## src/fec_fill_pkg.sv

```systemverilog
// Shared constants and types for the upstream codeword framer
package fec_fill_pkg;
  localparam int unsigned MIN_INFO_BYTES = 16;
  localparam int unsigned KBYTES_W = 8;
  localparam int unsigned PARITY_W = 5;
  localparam int unsigned SLOTS_W = 10;
  localparam int unsigned SYMS_W = 8;
  localparam int unsigned GUARD_W = 8;
  localparam int unsigned CAP_W = 24;
  localparam logic [KBYTES_W-1:0] K_MIN = 8'h10;
  localparam logic [1:0] BITS_QPSK = 2'h2;
  localparam logic [2:0] BITS_16QAM = 3'h4;
  localparam logic [2:0] RATE_160K = 3'h0;
  localparam logic [2:0] RATE_2560K = 3'h4;
  localparam logic [7:0] ZERO_BYTE = 8'h00;
  typedef enum logic {MODE_FIXED, MODE_SHORTENED} cw_mode_type;
  typedef enum logic {MOD_QPSK, MOD_16QAM} mod_type;
endpackage : fec_fill_pkg

```

## src/fec_cap_if.sv

```systemverilog
// Interface carrying the grant capacity request and answer
`timescale 1ns/100ps
`default_nettype none
interface fec_cap_if;
  logic start;
  logic [fec_fill_pkg::SLOTS_W-1:0] slots;
  logic [fec_fill_pkg::SYMS_W-1:0] syms_per_slot;
  logic [fec_fill_pkg::GUARD_W-1:0] guard_syms;
  fec_fill_pkg::mod_type modulation;
  logic done;
  logic [fec_fill_pkg::CAP_W-1:0] cap_bytes;
  modport calc (input start, slots, syms_per_slot, guard_syms, modulation, output done, cap_bytes);
  modport user (output start, slots, syms_per_slot, guard_syms, modulation, input done, cap_bytes);
endinterface : fec_cap_if
`default_nettype wire

```

## src/fec_cap_calc.sv

```systemverilog
// Grant capacity in bytes: slots times symbols, less guard, times bits per symbol
`timescale 1ns/100ps
`default_nettype none
module fec_cap_calc (
  input wire logic clk,
  input wire logic nrst,
  fec_cap_if.calc cap
);
  logic [fec_fill_pkg::CAP_W-1:0] syms;
  logic [fec_fill_pkg::CAP_W-1:0] bits;
  logic [fec_fill_pkg::CAP_W-1:0] cap_d;
  logic [fec_fill_pkg::CAP_W-1:0] cap_q;
  logic done_d;
  logic done_q;

  always_comb begin
    syms = fec_fill_pkg::CAP_W'(cap.slots) * fec_fill_pkg::CAP_W'(cap.syms_per_slot);
    if (syms > fec_fill_pkg::CAP_W'(cap.guard_syms)) begin
      syms = syms - fec_fill_pkg::CAP_W'(cap.guard_syms);
    end else begin
      syms = '0;
    end
    // QPSK two bits per symbol, 16QAM four
    if (cap.modulation == fec_fill_pkg::MOD_16QAM) begin
      bits = syms * fec_fill_pkg::CAP_W'(fec_fill_pkg::BITS_16QAM);
    end else begin
      bits = syms * fec_fill_pkg::CAP_W'(fec_fill_pkg::BITS_QPSK);
    end
    cap_d = cap.start ? (bits >> 3) : cap_q;
    done_d = cap.start;
  end

  always_ff @(posedge clk) begin
    if (!nrst) begin
      cap_q <= '0;
      done_q <= 1'b0;
    end else begin
      cap_q <= cap_d;
      done_q <= done_d;
    end
  end

  assign cap.cap_bytes = cap_q;
  assign cap.done = done_q;
endmodule : fec_cap_calc
`default_nettype wire

```

## src/fec_fill_framer.sv

```systemverilog
// Upstream burst framer: splits data into codewords and zero-fills the grant while a codeword still fits
`timescale 1ns/100ps
`default_nettype none
module fec_fill_framer #(
  parameter int unsigned MAX_K = 255
) (
  // Clock and reset
  input wire logic I_CLK,
  input wire logic I_NRST,
  // Burst setup, sampled on I_START; I_16QAM and the grant size inputs in the cycle after
  input wire logic I_START,
  input wire logic I_FEC_EN,
  input wire logic I_SHORTENED,
  input wire logic I_16QAM,
  input wire logic [2:0] I_RATE,
  input wire logic I_CONTENTION,
  input wire logic [7:0] I_K,
  input wire logic [4:0] I_PARITY,
  input wire logic [9:0] I_SLOTS,
  input wire logic [7:0] I_SYMS_PER_SLOT,
  input wire logic [7:0] I_GUARD_SYMS,
  input wire logic [15:0] I_LEN,
  // Request sizing
  input wire logic [15:0] I_REQ_LEN,
  output logic [23:0] O_REQ_BYTES,
  // MAC data in
  input wire logic I_DATA_VALID,
  input wire logic [7:0] I_DATA,
  output logic O_DATA_READY,
  // Coded byte stream out
  output logic O_VALID,
  output logic [7:0] O_BYTE,
  output logic O_FILL,
  output logic O_CW_START,
  output logic O_CW_END,
  output logic [7:0] O_CW_LEN,
  // Status
  output logic O_BUSY,
  output logic O_DONE,
  output logic O_ERR
);
  // Codeword length counters are eight bits wide
  if (MAX_K > 255 || MAX_K < fec_fill_pkg::MIN_INFO_BYTES) begin : g_bad_max_k
    $error("MAX_K out of range");
  end

  typedef enum logic [2:0] {IDLE, CALC, PLAN, EMIT, FINISH} state_type;

  fec_cap_if cap_bus ();
  fec_cap_calc u_cap (
    .clk(I_CLK),
    .nrst(I_NRST),
    .cap(cap_bus)
  );

  ////////////////////////////////////////////////////////////////////////////
  state_type state_q, state_d;
  fec_fill_pkg::cw_mode_type mode_q, mode_d;
  logic fec_q, fec_d;
  logic [7:0] k_q, k_d;
  logic [4:0] par_q, par_d;
  logic [15:0] left_q, left_d;
  logic [23:0] room_q, room_d;
  logic [7:0] cw_len_q, cw_len_d;
  logic [7:0] pos_q, pos_d;
  logic valid_q, valid_d;
  logic [7:0] byte_q, byte_d;
  logic fill_q, fill_d;
  logic cws_q, cws_d;
  logic cwe_q, cwe_d;
  logic [7:0] olen_q, olen_d;
  logic done_q, done_d;
  logic err_q, err_d;
  logic [23:0] req_q, req_d;
  logic rdy_q, rdy_d;
  logic pad_q, pad_d;
  logic busy_q, busy_d;
  logic [23:0] full_cw;
  logic [23:0] req_cw;
  logic [23:0] req_tail;
  logic take;
  logic k_bad;

  assign cap_bus.start = (state_q == CALC);
  assign cap_bus.slots = I_SLOTS;
  assign cap_bus.syms_per_slot = I_SYMS_PER_SLOT;
  assign cap_bus.guard_syms = I_GUARD_SYMS;
  assign cap_bus.modulation = I_16QAM ? fec_fill_pkg::MOD_16QAM : fec_fill_pkg::MOD_QPSK;

  // Codeword cost on the wire: info plus two parity bytes per corrected error
  assign full_cw = 24'(k_q) + 24'({par_q, 1'b0});
  assign take = (state_q == EMIT) && !fill_q && I_DATA_VALID && rdy_q;
  assign k_bad = (I_K < fec_fill_pkg::K_MIN) || (32'(I_K) > MAX_K);

  // Request sizing: whole codewords plus a tail of at least sixteen bytes
  always_comb begin
    req_cw = 24'(I_REQ_LEN / 16'(I_K == 8'h00 ? 8'h01 : I_K));
    req_tail = 24'(I_REQ_LEN) - req_cw * 24'(I_K);
    if (req_tail != 24'h000000 && req_tail < 24'(fec_fill_pkg::K_MIN)) begin
      req_tail = 24'(fec_fill_pkg::K_MIN);
    end
    if (req_tail != 24'h000000) begin
      req_tail = req_tail + 24'({I_PARITY, 1'b0});
    end
    req_d = req_cw * (24'(I_K) + 24'({I_PARITY, 1'b0})) + req_tail;
  end

  ////////////////////////////////////////////////////////////////////////////
  always_comb begin
    state_d = state_q;
    mode_d = mode_q;
    fec_d = fec_q;
    k_d = k_q;
    par_d = par_q;
    left_d = left_q;
    room_d = room_q;
    cw_len_d = cw_len_q;
    pos_d = pos_q;
    valid_d = 1'b0;
    byte_d = byte_q;
    fill_d = fill_q;
    cws_d = 1'b0;
    cwe_d = 1'b0;
    olen_d = olen_q;
    done_d = 1'b0;
    err_d = err_q;
    rdy_d = 1'b0;
    pad_d = 1'b0;
    unique case (state_q)
      IDLE: begin
        if (I_START) begin
          // Contention flag does not change framing
          mode_d = I_SHORTENED ? fec_fill_pkg::MODE_SHORTENED : fec_fill_pkg::MODE_FIXED;
          fec_d = I_FEC_EN;
          k_d = I_K;
          par_d = I_FEC_EN ? I_PARITY : 5'h00;
          left_d = I_LEN;
          err_d = I_FEC_EN && k_bad;
          fill_d = 1'b0;
          pos_d = 8'h00;
          state_d = (I_FEC_EN && k_bad) ? FINISH : CALC;
        end
      end
      CALC: begin
        if (cap_bus.done) begin
          room_d = cap_bus.cap_bytes;
          state_d = PLAN;
        end
      end
      PLAN: begin
        // Decide the next codeword against what is left of the grant
        if (!fec_q) begin
          cw_len_d = (room_q >= 24'h0000FF) ? 8'hFF : room_q[7:0];
          fill_d = (left_q == 16'h0000);
          state_d = (room_q == 24'h000000) ? FINISH : EMIT;
          err_d = err_q || (room_q == 24'h000000 && left_q != 16'h0000);
        end else if (room_q >= full_cw) begin
          cw_len_d = k_q;
          fill_d = (left_q == 16'h0000);
          room_d = room_q - 24'({par_q, 1'b0});
          state_d = EMIT;
        end else if (mode_q == fec_fill_pkg::MODE_SHORTENED &&
                     room_q >= 24'(fec_fill_pkg::K_MIN) + 24'({par_q, 1'b0})) begin
          cw_len_d = 8'(room_q - 24'({par_q, 1'b0}));
          fill_d = (left_q == 16'h0000);
          room_d = room_q - 24'({par_q, 1'b0});
          state_d = EMIT;
        end else begin
          // Under sixteen bytes plus parity left, or fixed mode with no full codeword room
          err_d = err_q || (left_q != 16'h0000);
          state_d = FINISH;
        end
        pos_d = 8'h00;
        rdy_d = (state_d == EMIT) && (left_q != 16'h0000);
      end
      EMIT: begin
        if (fill_q || take) begin
          valid_d = 1'b1;
          byte_d = take ? I_DATA : fec_fill_pkg::ZERO_BYTE;
          cws_d = (pos_q == 8'h00);
          cwe_d = (pos_q == cw_len_q - 8'h01);
          olen_d = cw_len_q;
          // Marked per byte, so a data byte of zero is never taken for fill
          pad_d = !take;
          pos_d = pos_q + 8'h01;
          room_d = room_q - 24'h000001;
          if (take) begin
            left_d = left_q - 16'h0001;
            fill_d = (left_q == 16'h0001);
          end
          if (pos_q == cw_len_q - 8'h01) begin
            state_d = PLAN;
          end
        end
        rdy_d = (state_d == EMIT) && !fill_d;
      end
      FINISH: begin
        done_d = 1'b1;
        state_d = IDLE;
      end
      default: state_d = IDLE;
    endcase
    busy_d = (state_d != IDLE);
  end

  always_ff @(posedge I_CLK) begin
    if (!I_NRST) begin
      state_q <= IDLE;
      mode_q <= fec_fill_pkg::MODE_FIXED;
      fec_q <= 1'b0;
      k_q <= 8'h00;
      par_q <= 5'h00;
      left_q <= 16'h0000;
      room_q <= 24'h000000;
      cw_len_q <= 8'h00;
      pos_q <= 8'h00;
      valid_q <= 1'b0;
      byte_q <= 8'h00;
      fill_q <= 1'b0;
      cws_q <= 1'b0;
      cwe_q <= 1'b0;
      olen_q <= 8'h00;
      done_q <= 1'b0;
      err_q <= 1'b0;
      req_q <= 24'h000000;
      rdy_q <= 1'b0;
      pad_q <= 1'b0;
      busy_q <= 1'b0;
    end else begin
      state_q <= state_d;
      mode_q <= mode_d;
      fec_q <= fec_d;
      k_q <= k_d;
      par_q <= par_d;
      left_q <= left_d;
      room_q <= room_d;
      cw_len_q <= cw_len_d;
      pos_q <= pos_d;
      valid_q <= valid_d;
      byte_q <= byte_d;
      fill_q <= fill_d;
      cws_q <= cws_d;
      cwe_q <= cwe_d;
      olen_q <= olen_d;
      done_q <= done_d;
      err_q <= err_d;
      req_q <= req_d;
      rdy_q <= rdy_d;
      pad_q <= pad_d;
      busy_q <= busy_d;
    end
  end

  ////////////////////////////////////////////////////////////////////////////
  assign O_REQ_BYTES = req_q;
  assign O_DATA_READY = rdy_q;
  assign O_VALID = valid_q;
  assign O_BYTE = byte_q;
  assign O_FILL = pad_q;
  assign O_CW_START = cws_q;
  assign O_CW_END = cwe_q;
  assign O_CW_LEN = olen_q;
  assign O_BUSY = busy_q;
  assign O_DONE = done_q;
  assign O_ERR = err_q;
endmodule : fec_fill_framer
`default_nettype wire

```

## config.mk

```make
export PLATFORM = sky130hd
export DESIGN_NAME = fec_fill_framer
export DESIGN_NICKNAME = d
export VERILOG_FILES = /design/src/fec_fill_pkg.sv /design/src/fec_cap_if.sv /design/src/fec_cap_calc.sv /design/src/fec_fill_framer.sv
export SDC_FILE = /design/constraint.sdc
export NUM_CORES = 1
export LEC_CHECK = 0
export ABC_AREA = 1
export BUFFER_PORTS_ARGS = -buffer_cell sky130_fd_sc_hd__buf_4
export CELL_PAD_IN_SITES_DETAIL_PLACEMENT = 0
export CELL_PAD_IN_SITES_GLOBAL_PLACEMENT = 1
export CORE_ASPECT_RATIO = 0.5
export CORE_UTILIZATION = 47
export DETAILED_ROUTE_END_ITERATION = 6
export PLACE_DENSITY_LB_ADDON = 0.05
export SLEW_MARGIN = 15
export SYNTH_ARGS = -nofsm -noshare
export SYNTH_HDL_FRONTEND = slang
export SYNTH_SLANG_ARGS = --single-unit
```

## constraint.sdc

```tcl
create_clock -name I_CLK -period 73.6 [get_ports I_CLK]
set_input_delay 7.36 -clock I_CLK [delete_from_list [all_inputs] [get_ports I_CLK]]
set_output_delay 7.36 -clock I_CLK [all_outputs]
set_load 0.02 [all_outputs]
```

==> results of run 1 <==
state kept, by name, indices dropped and copies added (netlist names), 3 cells and up:
name,cells
cw_len_q,8
room_q,24
state_q,3
O_REQ_BYTES,24
pos_q,8
par_q,5
O_BYTE,8
O_CW_LEN,8
left_q,16
k_q,8
u_cap.cap.cap_bytes,18
metrics by stage:
stage / util (%) / worst slack, ns / area [sq um] / hold WS (ns) / instances
finish: 52.7 / 6.20 / 37500 / 0.469 / 6185
global placement: 51.3 / 2.16 / 36500 / 0.450 / 6116
floorplan: - / 7.64 / 33900 / 0.430 / 5025
global route: 52.7 / 0.0261 / 37500 / 0.490 / 6185
CTS: 52.2 / 1.22 / 37100 / 0.469 / 6148
detailed placement: 51.3 / 0.985 / 36500 / 0.457 / 6116
layer usage:
metal	GRT usage [%]	vias to the layer above
met1	36.3	15100
met3	2.53	77
met5	0	-
li1	-	16300
met2	41.6	589
met4	5.32	0
worst max path at each step:
stage | cells past startpoint | endpoint | from
final | 403 | O_REQ_BYTES[23] | I_K[4]
after CTS | 385 | O_REQ_BYTES[23] | I_K[1]
after global routing | 404 | O_REQ_BYTES[23] | I_K[1]
after detailed placement | 385 | O_REQ_BYTES[23] | I_K[1]
after global placement | 385 | O_REQ_BYTES[23] | I_K[1]
after floorplan | 416 | O_REQ_BYTES[23] | I_K[1]
cell type report:
type,count,area share (%)
repair buffers,323,6.54
inverters,877,8.88
multi-input cells,3851,72.1
clock inverters,15,0.584
flip-flops and latches,142,7.58
repair inverters,2,0.0267
well taps,958,3.20
clock buffers,17,1.13
cell usage after synthesis (all sizes together), types with 14 or more instances:
master / number
fa: 316
buf: 40
a31oi: 14
or2: 31
nand2: 1183
o21bai: 25
o211ai: 14
nand3: 290
nor3: 52
xnor2: 63
nor2: 560
inv: 863
clkbuf: 116
o21ai: 300
nand4: 86
xor2: 165
a21o: 20
ha: 335
a21oi: 277
dfxtp: 142
clkinv: 14
worst max-delay path, delay by kind of cell:
kind	cells	cell delay, ns
simple gates	191	23.00
xor+xnor	3	0.53
compound gates	111	18.64
buf+inv	67	7.73
fa+ha+maj	31	10.09
placed cells by master (no fill, tap or decap), drive strengths merged, types with 14 or more instances in the layout:
master,instances
a21o,20
buf,323
nand4,86
nor2,560
xnor2,63
or2,31
o211ai,14
a31oi,14
fa,316
o21ai,300
o21bai,25
dfxtp,142
clkbuf,17
a21oi,277
xor2,165
inv,868
nand2,1183
nand3,292
nor3,52
ha,335
logic make-up after synthesis:
| kind of cell | count (synthesis) | share of synthesized area (%) |
|---|---|---|
| AOI/OAI and AO/OA | 721 | 11.9 |
| xor gates and xnor gates | 228 | 5.89 |
| adders and majority gates | 651 | 31.0 |
| buffers and inverters | 1034 | 12.2 |
| DFF | 142 | 8.39 |
| other | 1 | 0.0111 |
| and+or+nand+nor | 2241 | 30.6 |
repair_timing:
item,in CTS,in global routing
gates resized for setup,0,19
endpoints found under the setup margin,0,24
buffers inserted,0,33
==> impl_results.md, run 1 <==
- Clk_lat worst skew: 0.43 ns
- Clk sinks: 142
- RSZ-0062 raised after global routing: false
- Synth cell types: 75
- Die ar.: 73300 sq um
- CP Max Fanout: 23
- Worst Min Path Start: u_cap.cap.cap_bytes[2]
- Hold Path Class: flip-flop to flip-flop
- DRT Wirelength: 94600 um
- Synth top area share: 18.7%
- IO Port Bufs: 133
- Synth Instances: 5018
- Syn. warnings: 0
- R2R cell count: 16
- Synth top area cells: fa_1 (19%), ha_1 (12%), nand2_1 (12%)
- Clk Tree Root Cell: clkbuf_16
- Slew Limit Fails: 0
- CTS tree: yes
- TNS Setup: 0 ns
- WP data required: 73.88 ns
- Worst setup SP type: input pin
- Kind of critical path: input pin to flip-flop
- Synth-to-Final Area Change: 10.6%
- Met3 Wirelength: 4560 um
- NumNets Final: 5955
- Cts hold-fix bufs: 0
- Mapped cell area: 33900 sq um
- Hold Path Stages: 2
- Area of the multi-input gates: 27000 sq um
- DR DRC count: 0
- Ports: 138
- Core ar.: 71100 sq um
- Clock skew: 0.00961 ns
- Initial DRC Count: 1762
- CTS H-tree depth: 4
- Largest net degree at the start of global routing: 66
- Slowest cell on crit path: or4_1
- Syn avg cell area: 6.75 sq um
- Reg area: 2840 sq um
- # setup viols final: 0
- Wl on met1: 46800 um
- Outcome: finished, final reports clean
- Antenna violations before repair: 0
- Worst Hold End: u_cap.cap.cap_bytes[2]
- Vias in the first global route: 30500
- First-pass GRT wire length: 153000 um
- FP Rows: 69
- Fillers: 7187
- Top achievable clock speed: 14.8 MHz
- Register area share after synthesis: 8.39%
- Endpoints failing hold: 0
- R2r startpoint: par_q[0]
- R2r setup slk: 69.21 ns
- HPWL Detailed: 76200 um
- Average wire per standard cell: 15.3 um
- Die width: 382 um
- GRT Resource Usage Total: 25.5%
- Slew headroom: 26.9%
- Worst-margin pin slew: 1.09 ns
- Most used cell, CP: nand2_1
- Total grt overflow: 0
- Crit path capture type: flip-flop
- Vias: 32000
- Register clock-pin slew on the reported worst setup and hold paths: 0.07 ns
- Period utilization: 91.6%
- Top_reg_cell synth: dfxtp_1
- Chip height: 192 um
- Clk buf depth: 2
- Highest routed layer: met4
- Routed wl met2: 41700 um
- Reg-to-reg endpoint: room_q[2]
- Max Cap Viol: 0
- Initial core utilization: 47.6%
- CP arrival: 67.68 ns
- Post-synth EDFFs: 0
- Antenna Nets Post-Route: 0
- Flops & latches, synth: 142
- Layout cell share with drive strength beyond 1: 12.8%
- Crit path largest cell delay: 0.56 ns
- Antenna diodes: 0
- Leading area contributor after synthesis: fa_1
- CTS buffer count: 17
- Period minus WS final: 67.40 ns
- DRT Pass-1 Iters: 5
- Post-synth ARST share: 0%
- DR vias/cell: 5.17
- Routability Congestion: 0.888
Power of run 1 is left out: the tool's default activity adds up to more than one toggle a clock period on the data nets, which glitch-free logic cannot reach.
==> inputs of run 2 (changes only) <==
CORE_UTILIZATION = 35   (was 47)
==> run 2 against run 1 <==
  * Die area is 34% higher
  * Count of clock-buffer cells in the layout stayed put
  * Sequential share of layout area is 0.20 points lower
  * Cell count is 6.5% higher
  * Fmax is 1.1% higher
  * Via count is 0.64% lower
  * Worst hold slack worse by 0.0048 ns
  * Global-route usage is 4.8 points lower
  * Clock skew is 0.0050 ns higher
  * Register-to-register slack worse by 0.32 ns
  * Highest routed layer unchanged
==> impl_results.md, run 2 (synthesis gave the netlist of run 1 again) <==
- Largest net degree at the start of global routing: 48
- Average wire per standard cell: 15.5 um
- DR vias/cell: 4.83
- Antenna Nets Post-Route: 0
- HPWL Detailed: 83900 um
- CTS H-tree depth: 4
- CP arrival: 66.96 ns
- Crit path capture type: flip-flop
- Layout cell share with drive strength beyond 1: 14.3%
- TNS Setup: 0 ns
- Total grt overflow: 0
- Placed cell count: 6519
- Outcome: finished, final reports clean
- Slew headroom: 22.7%
- Final Util: 40.3%
- Clock skew: 0.0146 ns
- Ports: 138
- Worst Hold End: O_BYTE[0]
- Initial core utilization: 35.5%
- GR Util met2: 33.5%
- CTS tree: yes
- Top achievable clock speed: 15.0 MHz
- Initial DRC Count: 1617
- Chip height: 222 um
- Clk sinks: 142
- Reg-to-reg endpoint: room_q[17]
- Most frequent cells in the layout: nand2_1 (1088), inv_1 (828), nor2_1 (483)
- GRT busiest layer: met2
- Endpoints failing hold: 0
- Die ar.: 98200 sq um
- Non-filler cells in the finished layout: 6586
- DRT Wirelength: 102000 um
- DR DRC count: 0
- Register clock-pin slew on the reported worst setup and hold paths: 0.07 ns
- CP Max Fanout: 26
- # setup viols final: 0
- Clk buf depth: 2
- IO Port Bufs: 133
- Slew Limit Fails: 0
- Most common cell after layout, fill and taps aside: nand2_1
- Clk_lat worst skew: 0.44 ns
- Core ar.: 95600 sq um
- RSZ-0062 raised after global routing: false
- Crit path largest cell delay: 0.55 ns
- FP Rows: 80
- Vias in the first global route: 31300
- Routability Congestion: 0.843
- Synth-to-Final Area Change: 13.6%
- Clk Tree Root Cell: clkbuf_16
- GRT Resource Usage Total: 20.6%
- Period minus WS final: 66.65 ns
- Antenna violations before repair: 1
- Kind of critical path: input pin to flip-flop
- Hold Path Class: flip-flop to flip-flop
- Period utilization: 90.6%
- DRT Pass-1 Iters: 7
- NumNets Final: 6042
- Die width: 442 um
- CTS buffer count: 17
- Met1 Use GR: 30.3%
- Vias: 31800
- Slowest cell on crit path: fa_1
- First-pass GRT wire length: 165000 um
- R2r startpoint: state_q[2]
- R2r setup slk: 68.89 ns
- Worst Min Path Start: O_BYTE[0]
- Cts hold-fix bufs: 0
- Met3 Track Usage GR: 1.49%
- Worst setup SP type: input pin
- R2R cell count: 14
- Hold Path Stages: 2
- WP data required: 73.91 ns
- Most used cell, CP: nand2_1
- Worst-margin pin slew: 1.16 ns
- Max Cap Viol: 0
## run 2: changes by cell type in the layout (fill, tap and decap cells not counted), moves of 2 or more
cell and change:
a21oi_1 +2, a21oi_2 -2, buf_4 +92, bufinv_16 -3
clkinv_8 +5, clkinvlp_2 -2, inv_2 -2, inv_6 +2
inv_8 -3, nand3_2 -2, nor2_2 +2, o21ai_0 -2
o21ai_1 +2
## run 2: cell type report
type | instances | area [sq um]
fillers | 10200 | 57100
diodes | 1 | 2.50
repair buffers | 413 | 3110
well taps | 1271 | 1590
inverters | 877 | 3340
multi-input cells | 3850 | 27000
flip-flops and latches | 142 | 2840
clock buffers | 17 | 425
clock inverters | 15 | 186
## run 2: per-stage QoR
step	hold WS [ns]	instance area, sq um	setup WS (ns)
floorplan	0.430	33900	7.64
global placement	0.450	37600	2.88
detailed placement	0.454	37600	2.02
CTS	0.465	38200	2.28
global route	0.491	38500	0.113
finish	0.464	38500	6.95
## run 2: worst max path at each step
stage                 from               to  slack [ns]  depth (start not counted)
floorplan           I_K[1]  O_REQ_BYTES[23]        7.64                        416
global placement    I_K[6]  O_REQ_BYTES[23]        2.88                        391
detailed placement  I_K[5]  O_REQ_BYTES[23]        2.02                        391
CTS                 I_K[6]  O_REQ_BYTES[23]        2.28                        391
global route        I_K[1]  O_REQ_BYTES[23]        0.11                        411
finish              I_K[1]  O_REQ_BYTES[23]        6.95                        396
## run 2: what timing repair did
item / 4_1_cts / 5_1_grt
setup buffers: 0 / 33
gates resized for setup: 0 / 22
setup endpoints to repair: 0 / 23
## run 2: metal layers
layer,wire [um],share of wire [%],vias to the layer above
li1,-,-,16400
met1,53400,52,15000
met2,44400,44,323
met3,2700,2.6,68
met4,1320,1.3,0
met5,0,0,-
## run 2: critical path: cells and delay by family
kind | cells | cell delay, ns
AOI/OAI and AO/OA | 110 | 17.72
buffers and inverters | 69 | 8.14
adders and majority gates | 31 | 10.71
and+or+nand+nor | 183 | 22.27
xor gates and xnor gates | 3 | 0.53
Power of run 2 is left out for the same reason.
